File: src/logic/gpm_consts.vh
// register offsets, reset values and identification constants of the gpio port
`ifndef GPM_CONSTS_VH
`define GPM_CONSTS_VH

`define GPM_ADDR_W        12
`define GPM_DATA_LO       12'h000
`define GPM_DATA_HI       12'h3fc
`define GPM_DIR_OFF       12'h400
`define GPM_IS_OFF        12'h404
`define GPM_IBE_OFF       12'h408
`define GPM_IEV_OFF       12'h40c
`define GPM_IM_OFF        12'h410
`define GPM_RIS_OFF       12'h414
`define GPM_MIS_OFF       12'h418
`define GPM_ICR_OFF       12'h41c
`define GPM_AFSEL_OFF     12'h420
`define GPM_DR2_OFF       12'h500
`define GPM_DR4_OFF       12'h504
`define GPM_DR8_OFF       12'h508
`define GPM_ODR_OFF       12'h50c
`define GPM_PUR_OFF       12'h510
`define GPM_PDR_OFF       12'h514
`define GPM_SLR_OFF       12'h518
`define GPM_DEN_OFF       12'h51c
`define GPM_ID_LO         12'hfd0
`define GPM_ID_HI         12'hffc
`define GPM_ID0_OFF       12'hfe0
`define GPM_ID1_OFF       12'hfe4
`define GPM_ID2_OFF       12'hfe8
`define GPM_ID3_OFF       12'hfec

`define GPM_MASK_MSB      9
`define GPM_MASK_LSB      2

`define GPM_RST_ZERO      8'h00
`define GPM_RST_DR2       8'hff
`define GPM_RST_PUR       8'hff
`define GPM_RST_DEN       8'hff

`endif

File: src/logic/gpm_port.v
// one general-purpose i/o port with address-masked data access and pin interrupts
// What this block does
// RULE1: direction 0 captures pin into data
// RULE2: direction 1 drives data bit out
// RULE3: address bits 9..2 mask data accesses
// RULE4: data register seen at 256 locations
// RULE5: masked write changes only unmasked bits
// RULE6: masked read returns zero for masked bits
// RULE7: all pin causes form one interrupt
// RULE8: edge interrupt latched until software clears
// RULE9: level source holds level until recognized
// RULE10: sense bit chooses edge or level
// RULE11: both-edges bit triggers either edge
// RULE12: polarity bit picks low/falling or high/rising
// RULE13: mask bit gates raw onto output
// RULE14: raw status ignores the mask
// RULE15: masked status is raw and mask
// RULE16: clear write one clears, zero ignored
// RULE17: software masks before changing trigger setup
// RULE18: alternate select hands pin to peripheral
// RULE19: reset gives inputs, debug pins alternate
// RULE20: pad drive, pulls, open drain, slew, enable
// RULE21: software enables port clock before use
// RULE22: read-only identification registers
// RULE23: data writes touch only output pins
// RULE24: pins pass two-flop synchroniser first
`timescale 1ns/1ps
`include "gpm_consts.vh"

module gpm_port #(
  parameter       W          = 8,
  parameter [7:0] AFSEL_RST  = 8'h00,
  parameter [7:0] ID0        = 8'h11,
  parameter [7:0] ID1        = 8'h22,
  parameter [7:0] ID2        = 8'h33,
  parameter [7:0] ID3        = 8'h44
) (
  input  wire                   clk_i,
  input  wire                   resetn_i,
  input  wire [`GPM_ADDR_W-1:0] addr_i,
  input  wire [31:0]            wdata_i,
  input  wire                   wr_i,
  input  wire                   rd_i,
  output reg  [31:0]            rdata_o,
  input  wire [W-1:0]           pin_i,
  output reg  [W-1:0]           pin_o,
  output reg  [W-1:0]           pin_oe_o,
  input  wire [W-1:0]           periph_out_i,
  input  wire [W-1:0]           periph_oe_i,
  output reg  [W-1:0]           periph_in_o,
  output reg                    irq_o,
  output reg  [W-1:0]           drive_2ma_o,
  output reg  [W-1:0]           drive_4ma_o,
  output reg  [W-1:0]           drive_8ma_o,
  output reg  [W-1:0]           open_drain_o,
  output reg  [W-1:0]           pull_up_o,
  output reg  [W-1:0]           pull_down_o,
  output reg  [W-1:0]           slew_ctl_o,
  output reg  [W-1:0]           dig_en_o
);

  // ********************************
  // helpers
  // ********************************
  // mask sits in the address bits above the word offset
  function [W-1:0] addr_mask;
    input [`GPM_ADDR_W-1:0] a;
    begin
      addr_mask = a[`GPM_MASK_LSB +: W];
    end
  endfunction

  // unused upper bits of every word read as zero
  function [31:0] zext;
    input [W-1:0] v;
    begin
      zext = {{(32-W){1'b0}}, v};
    end
  endfunction

  // ********************************
  // drive strength select
  // ********************************
  // ones written to one strength clear them in the other two,
  // so a pad never sees two drive strengths at once
  function [W-1:0] drv_upd;
    input [W-1:0] cur;
    input [W-1:0] bits;
    input         own;
    begin
      if (own)
        drv_upd = cur | bits;
      else
        drv_upd = cur & ~bits;
    end
  endfunction

  // ********************************
  // pin synchroniser
  // ********************************
  reg [W-1:0] sync1_reg;
  reg [W-1:0] sync2_reg;
  reg [W-1:0] prev_reg;

  // chain resets to zero: a pulled-up pin shows one rising edge
  // after release, harmless while polarity still resets to falling;
  // prev_reg only feeds the edge compare
  // RULE24: two-flop synchroniser
  always @(posedge clk_i or negedge resetn_i)
  begin
    if (!resetn_i)
    begin
      sync1_reg <= {W{1'b0}};
      sync2_reg <= {W{1'b0}};
      prev_reg  <= {W{1'b0}};
    end
    else
    begin
      sync1_reg <= pin_i;
      sync2_reg <= sync1_reg;
      prev_reg  <= sync2_reg;
    end
  end

  // ********************************
  // registers
  // ********************************
  reg [W-1:0] data_reg;
  reg [W-1:0] dir_reg;
  reg [W-1:0] is_reg;
  reg [W-1:0] ibe_reg;
  reg [W-1:0] iev_reg;
  reg [W-1:0] im_reg;
  reg [W-1:0] edge_reg;
  reg [W-1:0] af_reg;
  reg [W-1:0] dr2_reg;
  reg [W-1:0] dr4_reg;
  reg [W-1:0] dr8_reg;
  reg [W-1:0] odr_reg;
  reg [W-1:0] pur_reg;
  reg [W-1:0] pdr_reg;
  reg [W-1:0] slr_reg;
  reg [W-1:0] den_reg;

  // every word of the data window reaches data_reg
  wire data_hit = (addr_i >= `GPM_DATA_LO) && (addr_i <= `GPM_DATA_HI);
  wire wr_data  = wr_i && data_hit;
  wire [W-1:0] wmask = addr_mask(addr_i);
  wire [W-1:0] wd    = wdata_i[W-1:0];

  // RULE1: inputs captured from synchronised pins, gated by digital enable
  wire [W-1:0] pin_in = sync2_reg & den_reg;

  // RULE5: masked write of output bits only
  // RULE23: inputs ignore writes
  wire [W-1:0] wr_bits = wmask & dir_reg & {W{wr_data}};

  // data_next keeps outputs, follows pins on inputs
  wire [W-1:0] data_next = (dir_reg & ~wr_bits & data_reg) | (wr_bits & wd)
                         | (~dir_reg & pin_in);

  // ********************************
  // interrupt detection
  // ********************************
  // RULE10: sense chooses edge or level
  // RULE11: both edges or single
  // RULE12: polarity selects high/rising or low/falling
  wire [W-1:0] rise     = sync2_reg & ~prev_reg;
  wire [W-1:0] fall     = ~sync2_reg & prev_reg;
  wire [W-1:0] edge_hit = (ibe_reg & (rise | fall))
                        | (~ibe_reg & ((iev_reg & rise) | (~iev_reg & fall)));
  wire [W-1:0] lvl_hit  = ~(sync2_reg ^ iev_reg);
  wire [W-1:0] icr_bits = (wr_i && addr_i == `GPM_ICR_OFF) ? wd : {W{1'b0}};
  // RULE8: edge latched until cleared; set wins
  // RULE16: clear by writing ones
  wire [W-1:0] edge_next = (edge_reg & ~icr_bits) | (~is_reg & edge_hit);
  // RULE14: raw ignores mask
  wire [W-1:0] raw = (~is_reg & edge_reg) | (is_reg & lvl_hit);
  // RULE15: masked status
  // RULE13: mask gates raw
  wire [W-1:0] mis = raw & im_reg;

  // ********************************
  // pad output mux
  // ********************************
  // alternate function owns value and enable of its pins
  wire [W-1:0] out_val = (af_reg & periph_out_i) | (~af_reg & data_reg);
  wire [W-1:0] out_en  = (af_reg & periph_oe_i) | (~af_reg & dir_reg);
  // open drain: a one releases the pad, the pull brings it high
  wire [W-1:0] oe_eff  = out_en & ~(odr_reg & out_val);

  always @(posedge clk_i or negedge resetn_i)
  begin
    if (!resetn_i)
    begin
      data_reg <= `GPM_RST_ZERO;
      // RULE19: inputs with alternate off except debug pins
      dir_reg  <= `GPM_RST_ZERO;
      af_reg   <= AFSEL_RST;
      is_reg   <= `GPM_RST_ZERO;
      ibe_reg  <= `GPM_RST_ZERO;
      iev_reg  <= `GPM_RST_ZERO;
      im_reg   <= `GPM_RST_ZERO;
      edge_reg <= `GPM_RST_ZERO;
      dr2_reg  <= `GPM_RST_DR2;
      dr4_reg  <= `GPM_RST_ZERO;
      dr8_reg  <= `GPM_RST_ZERO;
      odr_reg  <= `GPM_RST_ZERO;
      pur_reg  <= `GPM_RST_PUR;
      pdr_reg  <= `GPM_RST_ZERO;
      slr_reg  <= `GPM_RST_ZERO;
      den_reg  <= `GPM_RST_DEN;
    end
    else
    begin
      // RULE3: address mask applied
      // RULE4: all 256 words hit one register
      data_reg <= data_next;
      edge_reg <= edge_next;
      if (wr_i)
      begin
        if (addr_i == `GPM_DIR_OFF)
          dir_reg <= wd;
        else if (addr_i == `GPM_IS_OFF)
          is_reg <= wd;
        else if (addr_i == `GPM_IBE_OFF)
          ibe_reg <= wd;
        else if (addr_i == `GPM_IEV_OFF)
          iev_reg <= wd;
        else if (addr_i == `GPM_IM_OFF)
          im_reg <= wd;
        else if (addr_i == `GPM_AFSEL_OFF)
          af_reg <= wd;
        // RULE20: drive selects are mutually exclusive
        else if (addr_i == `GPM_DR2_OFF)
        begin
          dr2_reg <= drv_upd(dr2_reg, wd, 1'b1);
          dr4_reg <= drv_upd(dr4_reg, wd, 1'b0);
          dr8_reg <= drv_upd(dr8_reg, wd, 1'b0);
        end
        else if (addr_i == `GPM_DR4_OFF)
        begin
          dr2_reg <= drv_upd(dr2_reg, wd, 1'b0);
          dr4_reg <= drv_upd(dr4_reg, wd, 1'b1);
          dr8_reg <= drv_upd(dr8_reg, wd, 1'b0);
        end
        else if (addr_i == `GPM_DR8_OFF)
        begin
          dr2_reg <= drv_upd(dr2_reg, wd, 1'b0);
          dr4_reg <= drv_upd(dr4_reg, wd, 1'b0);
          dr8_reg <= drv_upd(dr8_reg, wd, 1'b1);
        end
        else if (addr_i == `GPM_ODR_OFF)
          odr_reg <= wd;
        else if (addr_i == `GPM_PUR_OFF)
          pur_reg <= wd;
        else if (addr_i == `GPM_PDR_OFF)
          pdr_reg <= wd;
        else if (addr_i == `GPM_SLR_OFF)
          slr_reg <= wd;
        else if (addr_i == `GPM_DEN_OFF)
          den_reg <= wd;
        // status, clear and ident words have no storage here
      end
    end
  end

  // ********************************
  // read path
  // ********************************
  reg [31:0] rd_next;
  always @*
  begin
    rd_next = 32'h0000_0000;
    if (!rd_i)
      rd_next = 32'h0000_0000;
    // RULE6: masked bits read zero
    else if (data_hit)
      rd_next = zext(data_reg & addr_mask(addr_i));
    else if (addr_i == `GPM_DIR_OFF)
      rd_next = zext(dir_reg);
    else if (addr_i == `GPM_IS_OFF)
      rd_next = zext(is_reg);
    else if (addr_i == `GPM_IBE_OFF)
      rd_next = zext(ibe_reg);
    else if (addr_i == `GPM_IEV_OFF)
      rd_next = zext(iev_reg);
    else if (addr_i == `GPM_IM_OFF)
      rd_next = zext(im_reg);
    // level causes read live; only edges are latched,
    // so a level source must hold until software has looked
    else if (addr_i == `GPM_RIS_OFF)
      rd_next = zext(raw);
    else if (addr_i == `GPM_MIS_OFF)
      rd_next = zext(mis);
    else if (addr_i == `GPM_AFSEL_OFF)
      rd_next = zext(af_reg);
    else if (addr_i == `GPM_DR2_OFF)
      rd_next = zext(dr2_reg);
    else if (addr_i == `GPM_DR4_OFF)
      rd_next = zext(dr4_reg);
    else if (addr_i == `GPM_DR8_OFF)
      rd_next = zext(dr8_reg);
    else if (addr_i == `GPM_ODR_OFF)
      rd_next = zext(odr_reg);
    else if (addr_i == `GPM_PUR_OFF)
      rd_next = zext(pur_reg);
    else if (addr_i == `GPM_PDR_OFF)
      rd_next = zext(pdr_reg);
    else if (addr_i == `GPM_SLR_OFF)
      rd_next = zext(slr_reg);
    else if (addr_i == `GPM_DEN_OFF)
      rd_next = zext(den_reg);
    // RULE22: fixed identification words
    else if (addr_i == `GPM_ID0_OFF)
      rd_next = {24'h000000, ID0};
    else if (addr_i == `GPM_ID1_OFF)
      rd_next = {24'h000000, ID1};
    else if (addr_i == `GPM_ID2_OFF)
      rd_next = {24'h000000, ID2};
    else if (addr_i == `GPM_ID3_OFF)
      rd_next = {24'h000000, ID3};
    // other ident words and unmapped offsets read zero
  end

  // ********************************
  // outputs
  // ********************************
  always @(posedge clk_i or negedge resetn_i)
  begin
    if (!resetn_i)
    begin
      rdata_o      <= 32'h0000_0000;
      pin_o        <= {W{1'b0}};
      pin_oe_o     <= {W{1'b0}};
      periph_in_o  <= {W{1'b0}};
      irq_o        <= 1'b0;
      drive_2ma_o  <= `GPM_RST_DR2;
      drive_4ma_o  <= `GPM_RST_ZERO;
      drive_8ma_o  <= `GPM_RST_ZERO;
      open_drain_o <= `GPM_RST_ZERO;
      pull_up_o    <= `GPM_RST_PUR;
      pull_down_o  <= `GPM_RST_ZERO;
      slew_ctl_o   <= `GPM_RST_ZERO;
      dig_en_o     <= `GPM_RST_DEN;
    end
    else
    begin
      rdata_o <= rd_next;
      // RULE18: alternate function owns the pin
      // RULE2: outputs driven from data
      pin_o <= out_val;
      // open drain drives only low
      pin_oe_o <= oe_eff;
      periph_in_o <= pin_in;
      // RULE7: one port interrupt
      irq_o <= |mis;
      drive_2ma_o  <= dr2_reg;
      drive_4ma_o  <= dr4_reg;
      drive_8ma_o  <= dr8_reg;
      open_drain_o <= odr_reg;
      pull_up_o    <= pur_reg;
      pull_down_o  <= pdr_reg;
      // slew only meaningful at 8 ma
      slew_ctl_o   <= slr_reg & dr8_reg;
      dig_en_o     <= den_reg;
    end
  end

endmodule

File: config.mk
export PLATFORM = sky130hd
export DESIGN_NAME = gpm_port
export DESIGN_NICKNAME = d
export VERILOG_FILES = /design/src/logic/gpm_port.v
export VERILOG_INCLUDE_DIRS = /design/src /design/src/logic
export SDC_FILE = /design/constraint.sdc
export NUM_CORES = 1
export LEC_CHECK = 0
export BUFFER_PORTS_ARGS = -buffer_cell sky130_fd_sc_hd__buf_2
export CAP_MARGIN = 20
export CORE_MARGIN = 8
export CORE_UTILIZATION = 55
export DETAILED_ROUTE_END_ITERATION = 8
export PLACE_DENSITY = 0.88
export SYNTH_ARGS = -nofsm -noshare
export SYNTH_HDL_FRONTEND = slang
export SYNTH_SLANG_ARGS = --single-unit
export TNS_END_PERCENT = 1
File: constraint.sdc
create_clock -name clk_i -period 2.1 [get_ports clk_i]
set_input_delay 0.42 -clock clk_i [delete_from_list [all_inputs] [get_ports clk_i]]
set_output_delay 0.42 -clock clk_i [all_outputs]
set_load 0.02 [all_outputs]
==> metrics.csv <==
stage,metric,value,unit
floorplanning,die-area,0.0247,mm2
synth,synth_ff_type,dfrtp_1,
synth,yosys-top-cells-area,"dfrtp_1 46%, mux2_2 12%, dfstp_2 11%",
setup_path,startpoint_type,primary input,
place,io_buffer_count,144,
global_route,grt_max_degree,57,
setup_path,slowest_delay,0.75,ns
run,maxCapViolations,0,
pwr,leakage,7.02,nW
setup_path,crit_path_start,addr_i[1],
setup_path,path_buf_inv,2,
outcome,status,"complete, no violations",
floorplanning,initial_core_util,0.562,
cells_and_area,layout.nets,1295,
pwr,p_seq_frac,0.483,
pwr,powerDensity,714,mW/mm2
detailed_routing,routed_wl,34500,um
setup_path,required,2.50,ns
global_route,antenna_found_initial,2,
global_route,grt_pass1_vias,9079,
setup_path,cp.arrival,2.45,ns
pwr,power_frac_comb,0.066,
synth,synth-edff-count,0,
synth,ys_seq_area_frac,0.573,
place,place_area,0.0132,mm2
cells_and_area,layout-drive-gt1-share,0.439,
detailed_routing,drc,0,
timing,rsz0062_at_grt,true,
timing,hold_viol_final,0,
place,gp_congestion,0.986,
setup_path,crit_chain,buf_2 -> or4b_2 -> o32ai_1 -> a2111oi_2 -> a2111oi_1 -> buf_4 -> o21ai_0,
detailed_routing,routed_via_density,5.87,
synth,synth.avg_cell_area,12.2,um2
cts,root_buffer,clkbuf_16,
timing,setup_viol,0,
pwr,p_int,7.81,mW
synth,ys_types,73,
global_route,overflow,0,
synth,syn_inst,903,
cts,clkTransAtPathRegs,0.06,ns
synth,syn-cell-area,0.0110,mm2
global_route,grt_first_pass_wirelength,52800,um
timing,slew_headroom,0.542,
cts,cts.sink_count,249,
floorplanning,ios,193,
pwr,peakVddDrop,0.532,mV
floorplanning,die_w,157,um
setup_path,path_max_fanout,10,
floorplanning,die-height,157,um
cts,htree_num_levels,1,
pwr,swShare,0.227,
cts,clock_path_buffers,3,
detailed_routing,ant_nets,0,
synth,synth_common_cells,"201 x dfrtp_1, 114 x mux2_2, 94 x nand2_1",
setup_path,endpoint_kind,flop,
cts,cts_tree,done,
timing,worst_pin_slew,0.683,ns
synth,synth.most_common_cell,dfrtp_1,
timing,skew,0.0163,ns
floorplanning,rows,51,
setup_path,crit_type,in2reg,
detailed_routing,vias,8770,
pwr,p_sw,2.29,mW
detailed_routing,drt_first_pass_iters,5,
cts,worstSkewPairLatency,0.53,ns
setup_path,ff2ff_setup_slack,0.13,ns
floorplanning,coreArea,0.0195,mm2
setup_path,rr_worst_depth,7,
global_route,grt_usage,0.280,
timing,fmax,488,MHz
cells_and_area,fin_area,0.0141,mm2
setup_path,regToRegStartpoint,pur_reg[7],
synth,synth_top_area_share,0.458,
cells_and_area,syn_to_final_growth,28.9,%
setup_path,slowest_stage,or4b_2,
place,dp_hpwl,25700,um
synth,yosysTopAreaCell,dfrtp_1,
detailed_routing,wl_per_cell,23.1,um
synth,ys_seq_elements,249,
setup_path,cp.depth,7,
synth,ys_warn_count,0,
synth,postSynth.asyncResetShare,1.00,
setup_path,r2r_end,rdata_o[7],
setup_path,cp-endpoint,rdata_o[1],
timing,period_share,0.975,
cts,cts_buffers,25,
pwr,clockPowerShare,0.450,
setup_path,crit_family,compound AO/OA/AOI/OAI gates,
timing,period_needed,2.05,ns
hold_path,worstHoldPathType,in2reg,
timing,hold_ws,0.150,ns
timing,drv_slew,0,
detailed_routing,drtIter0Drc,654,
-- repair_timing --
action,in CTS,in global routing
setup endpoints to repair,1,22
gates resized for setup,1,9
endpoints found under the hold margin,45,0
cloned,0,0
buffers inserted,0,0
hold buffers,9,0
pin swaps,0,0
-- cell type report --
| type | count | area [um2] |
|---|---|---|
| diodes | 2 | 5.00 |
| clock buffers | 37 | 711 |
| clock inverters | 9 | 134 |
| fillers | 1383 | 5380 |
| inverters | 24 | 90.1 |
| multi-input cells | 589 | 4400 |
| flip-flops and latches | 249 | 6290 |
| well taps | 265 | 332 |
| repair buffers | 318 | 2180 |
-- power groups by stage --
stage / registers [mW] / logic, mW / clock network, mW
6_report: 4.89 / 0.668 / 4.55
5_1_grt: 4.89 / 0.719 / 4.83
4_1_cts: 4.88 / 0.657 / 4.64
3_5_place_dp: 4.97 / 0.639 / 0
3_3_place_gp: 4.97 / 0.623 / 0
2_1_floorplan: 4.98 / 0.288 / 0
-- layer usage --
metal / global-route usage / part of all wire
met1: 0.350 / 0.39
met5: 0 / 0
met2: 0.479 / 0.50
met3: 0.0532 / 0.081
met4: 0.0975 / 0.032
-- worst min path at each step --
stage | from | endpoint | slack, ns | cells after the start
2_1_floorplan | resetn_i | async pin | 0.12 | 0
4_1_cts | periph_out_i[5] | pin_o[5] | 0.13 | 2
3_3_place_gp | sync1_reg[7] | sync2_reg[7] | 0.33 | 0
5_1_grt | periph_out_i[7] | pin_o[7] | 0.14 | 2
6_report | periph_out_i[7] | pin_o[7] | 0.15 | 2
3_5_place_dp | sync1_reg[5] | sync2_reg[5] | 0.34 | 0
-- through the flow --
stage | worst slack [ns] | power, mW | setup TNS, ns | std cells | util
after detailed placement | -0.581 | 5.61 | -42.99 | 1436 | 0.674
final | 0.0516 | 10.1 | 0 | 1493 | 0.725
after global placement | -0.534 | 5.59 | -41.08 | 1436 | 0.674
after floorplan | -0.172 | 5.26 | -11.64 | 926 | -
after global routing | -0.0105 | 10.4 | -0.0105 | 1493 | 0.725
after CTS | 0.0497 | 10.2 | 0 | 1491 | 0.722
-- kinds of logic (layout without fill, tap and decap cells) --
kind of cell	count (synthesis)	after routing	share of synthesized area
compound gates	153	153	0.0971
xor+xnor	10	10	0.00798
fa+ha+maj	16	16	0.0182
buf+inv	88	388	0.0402
flops	249	249	0.573
mux	147	147	0.150
other cells	1	26	0.000342
simple gates	239	239	0.114
-- placed cells by master, fill, tap and decap left out, types with 10 or more instances in the layout --
cell / n
a21oi_1: 26
and2_1: 18
buf_12: 10
buf_2: 143
buf_4: 155
clkbuf_16: 25
conb_1: 24
dfrtp_1: 201
dfstp_2: 48
ha_1: 16
inv_1: 24
mux2_2: 114
mux2i_1: 29
nand2_1: 93
nand3_1: 24
nor2_1: 37
o21ai_0: 35
o22ai_1: 14
o2bb2ai_1: 12
Power figures use the tool's default switching activity.
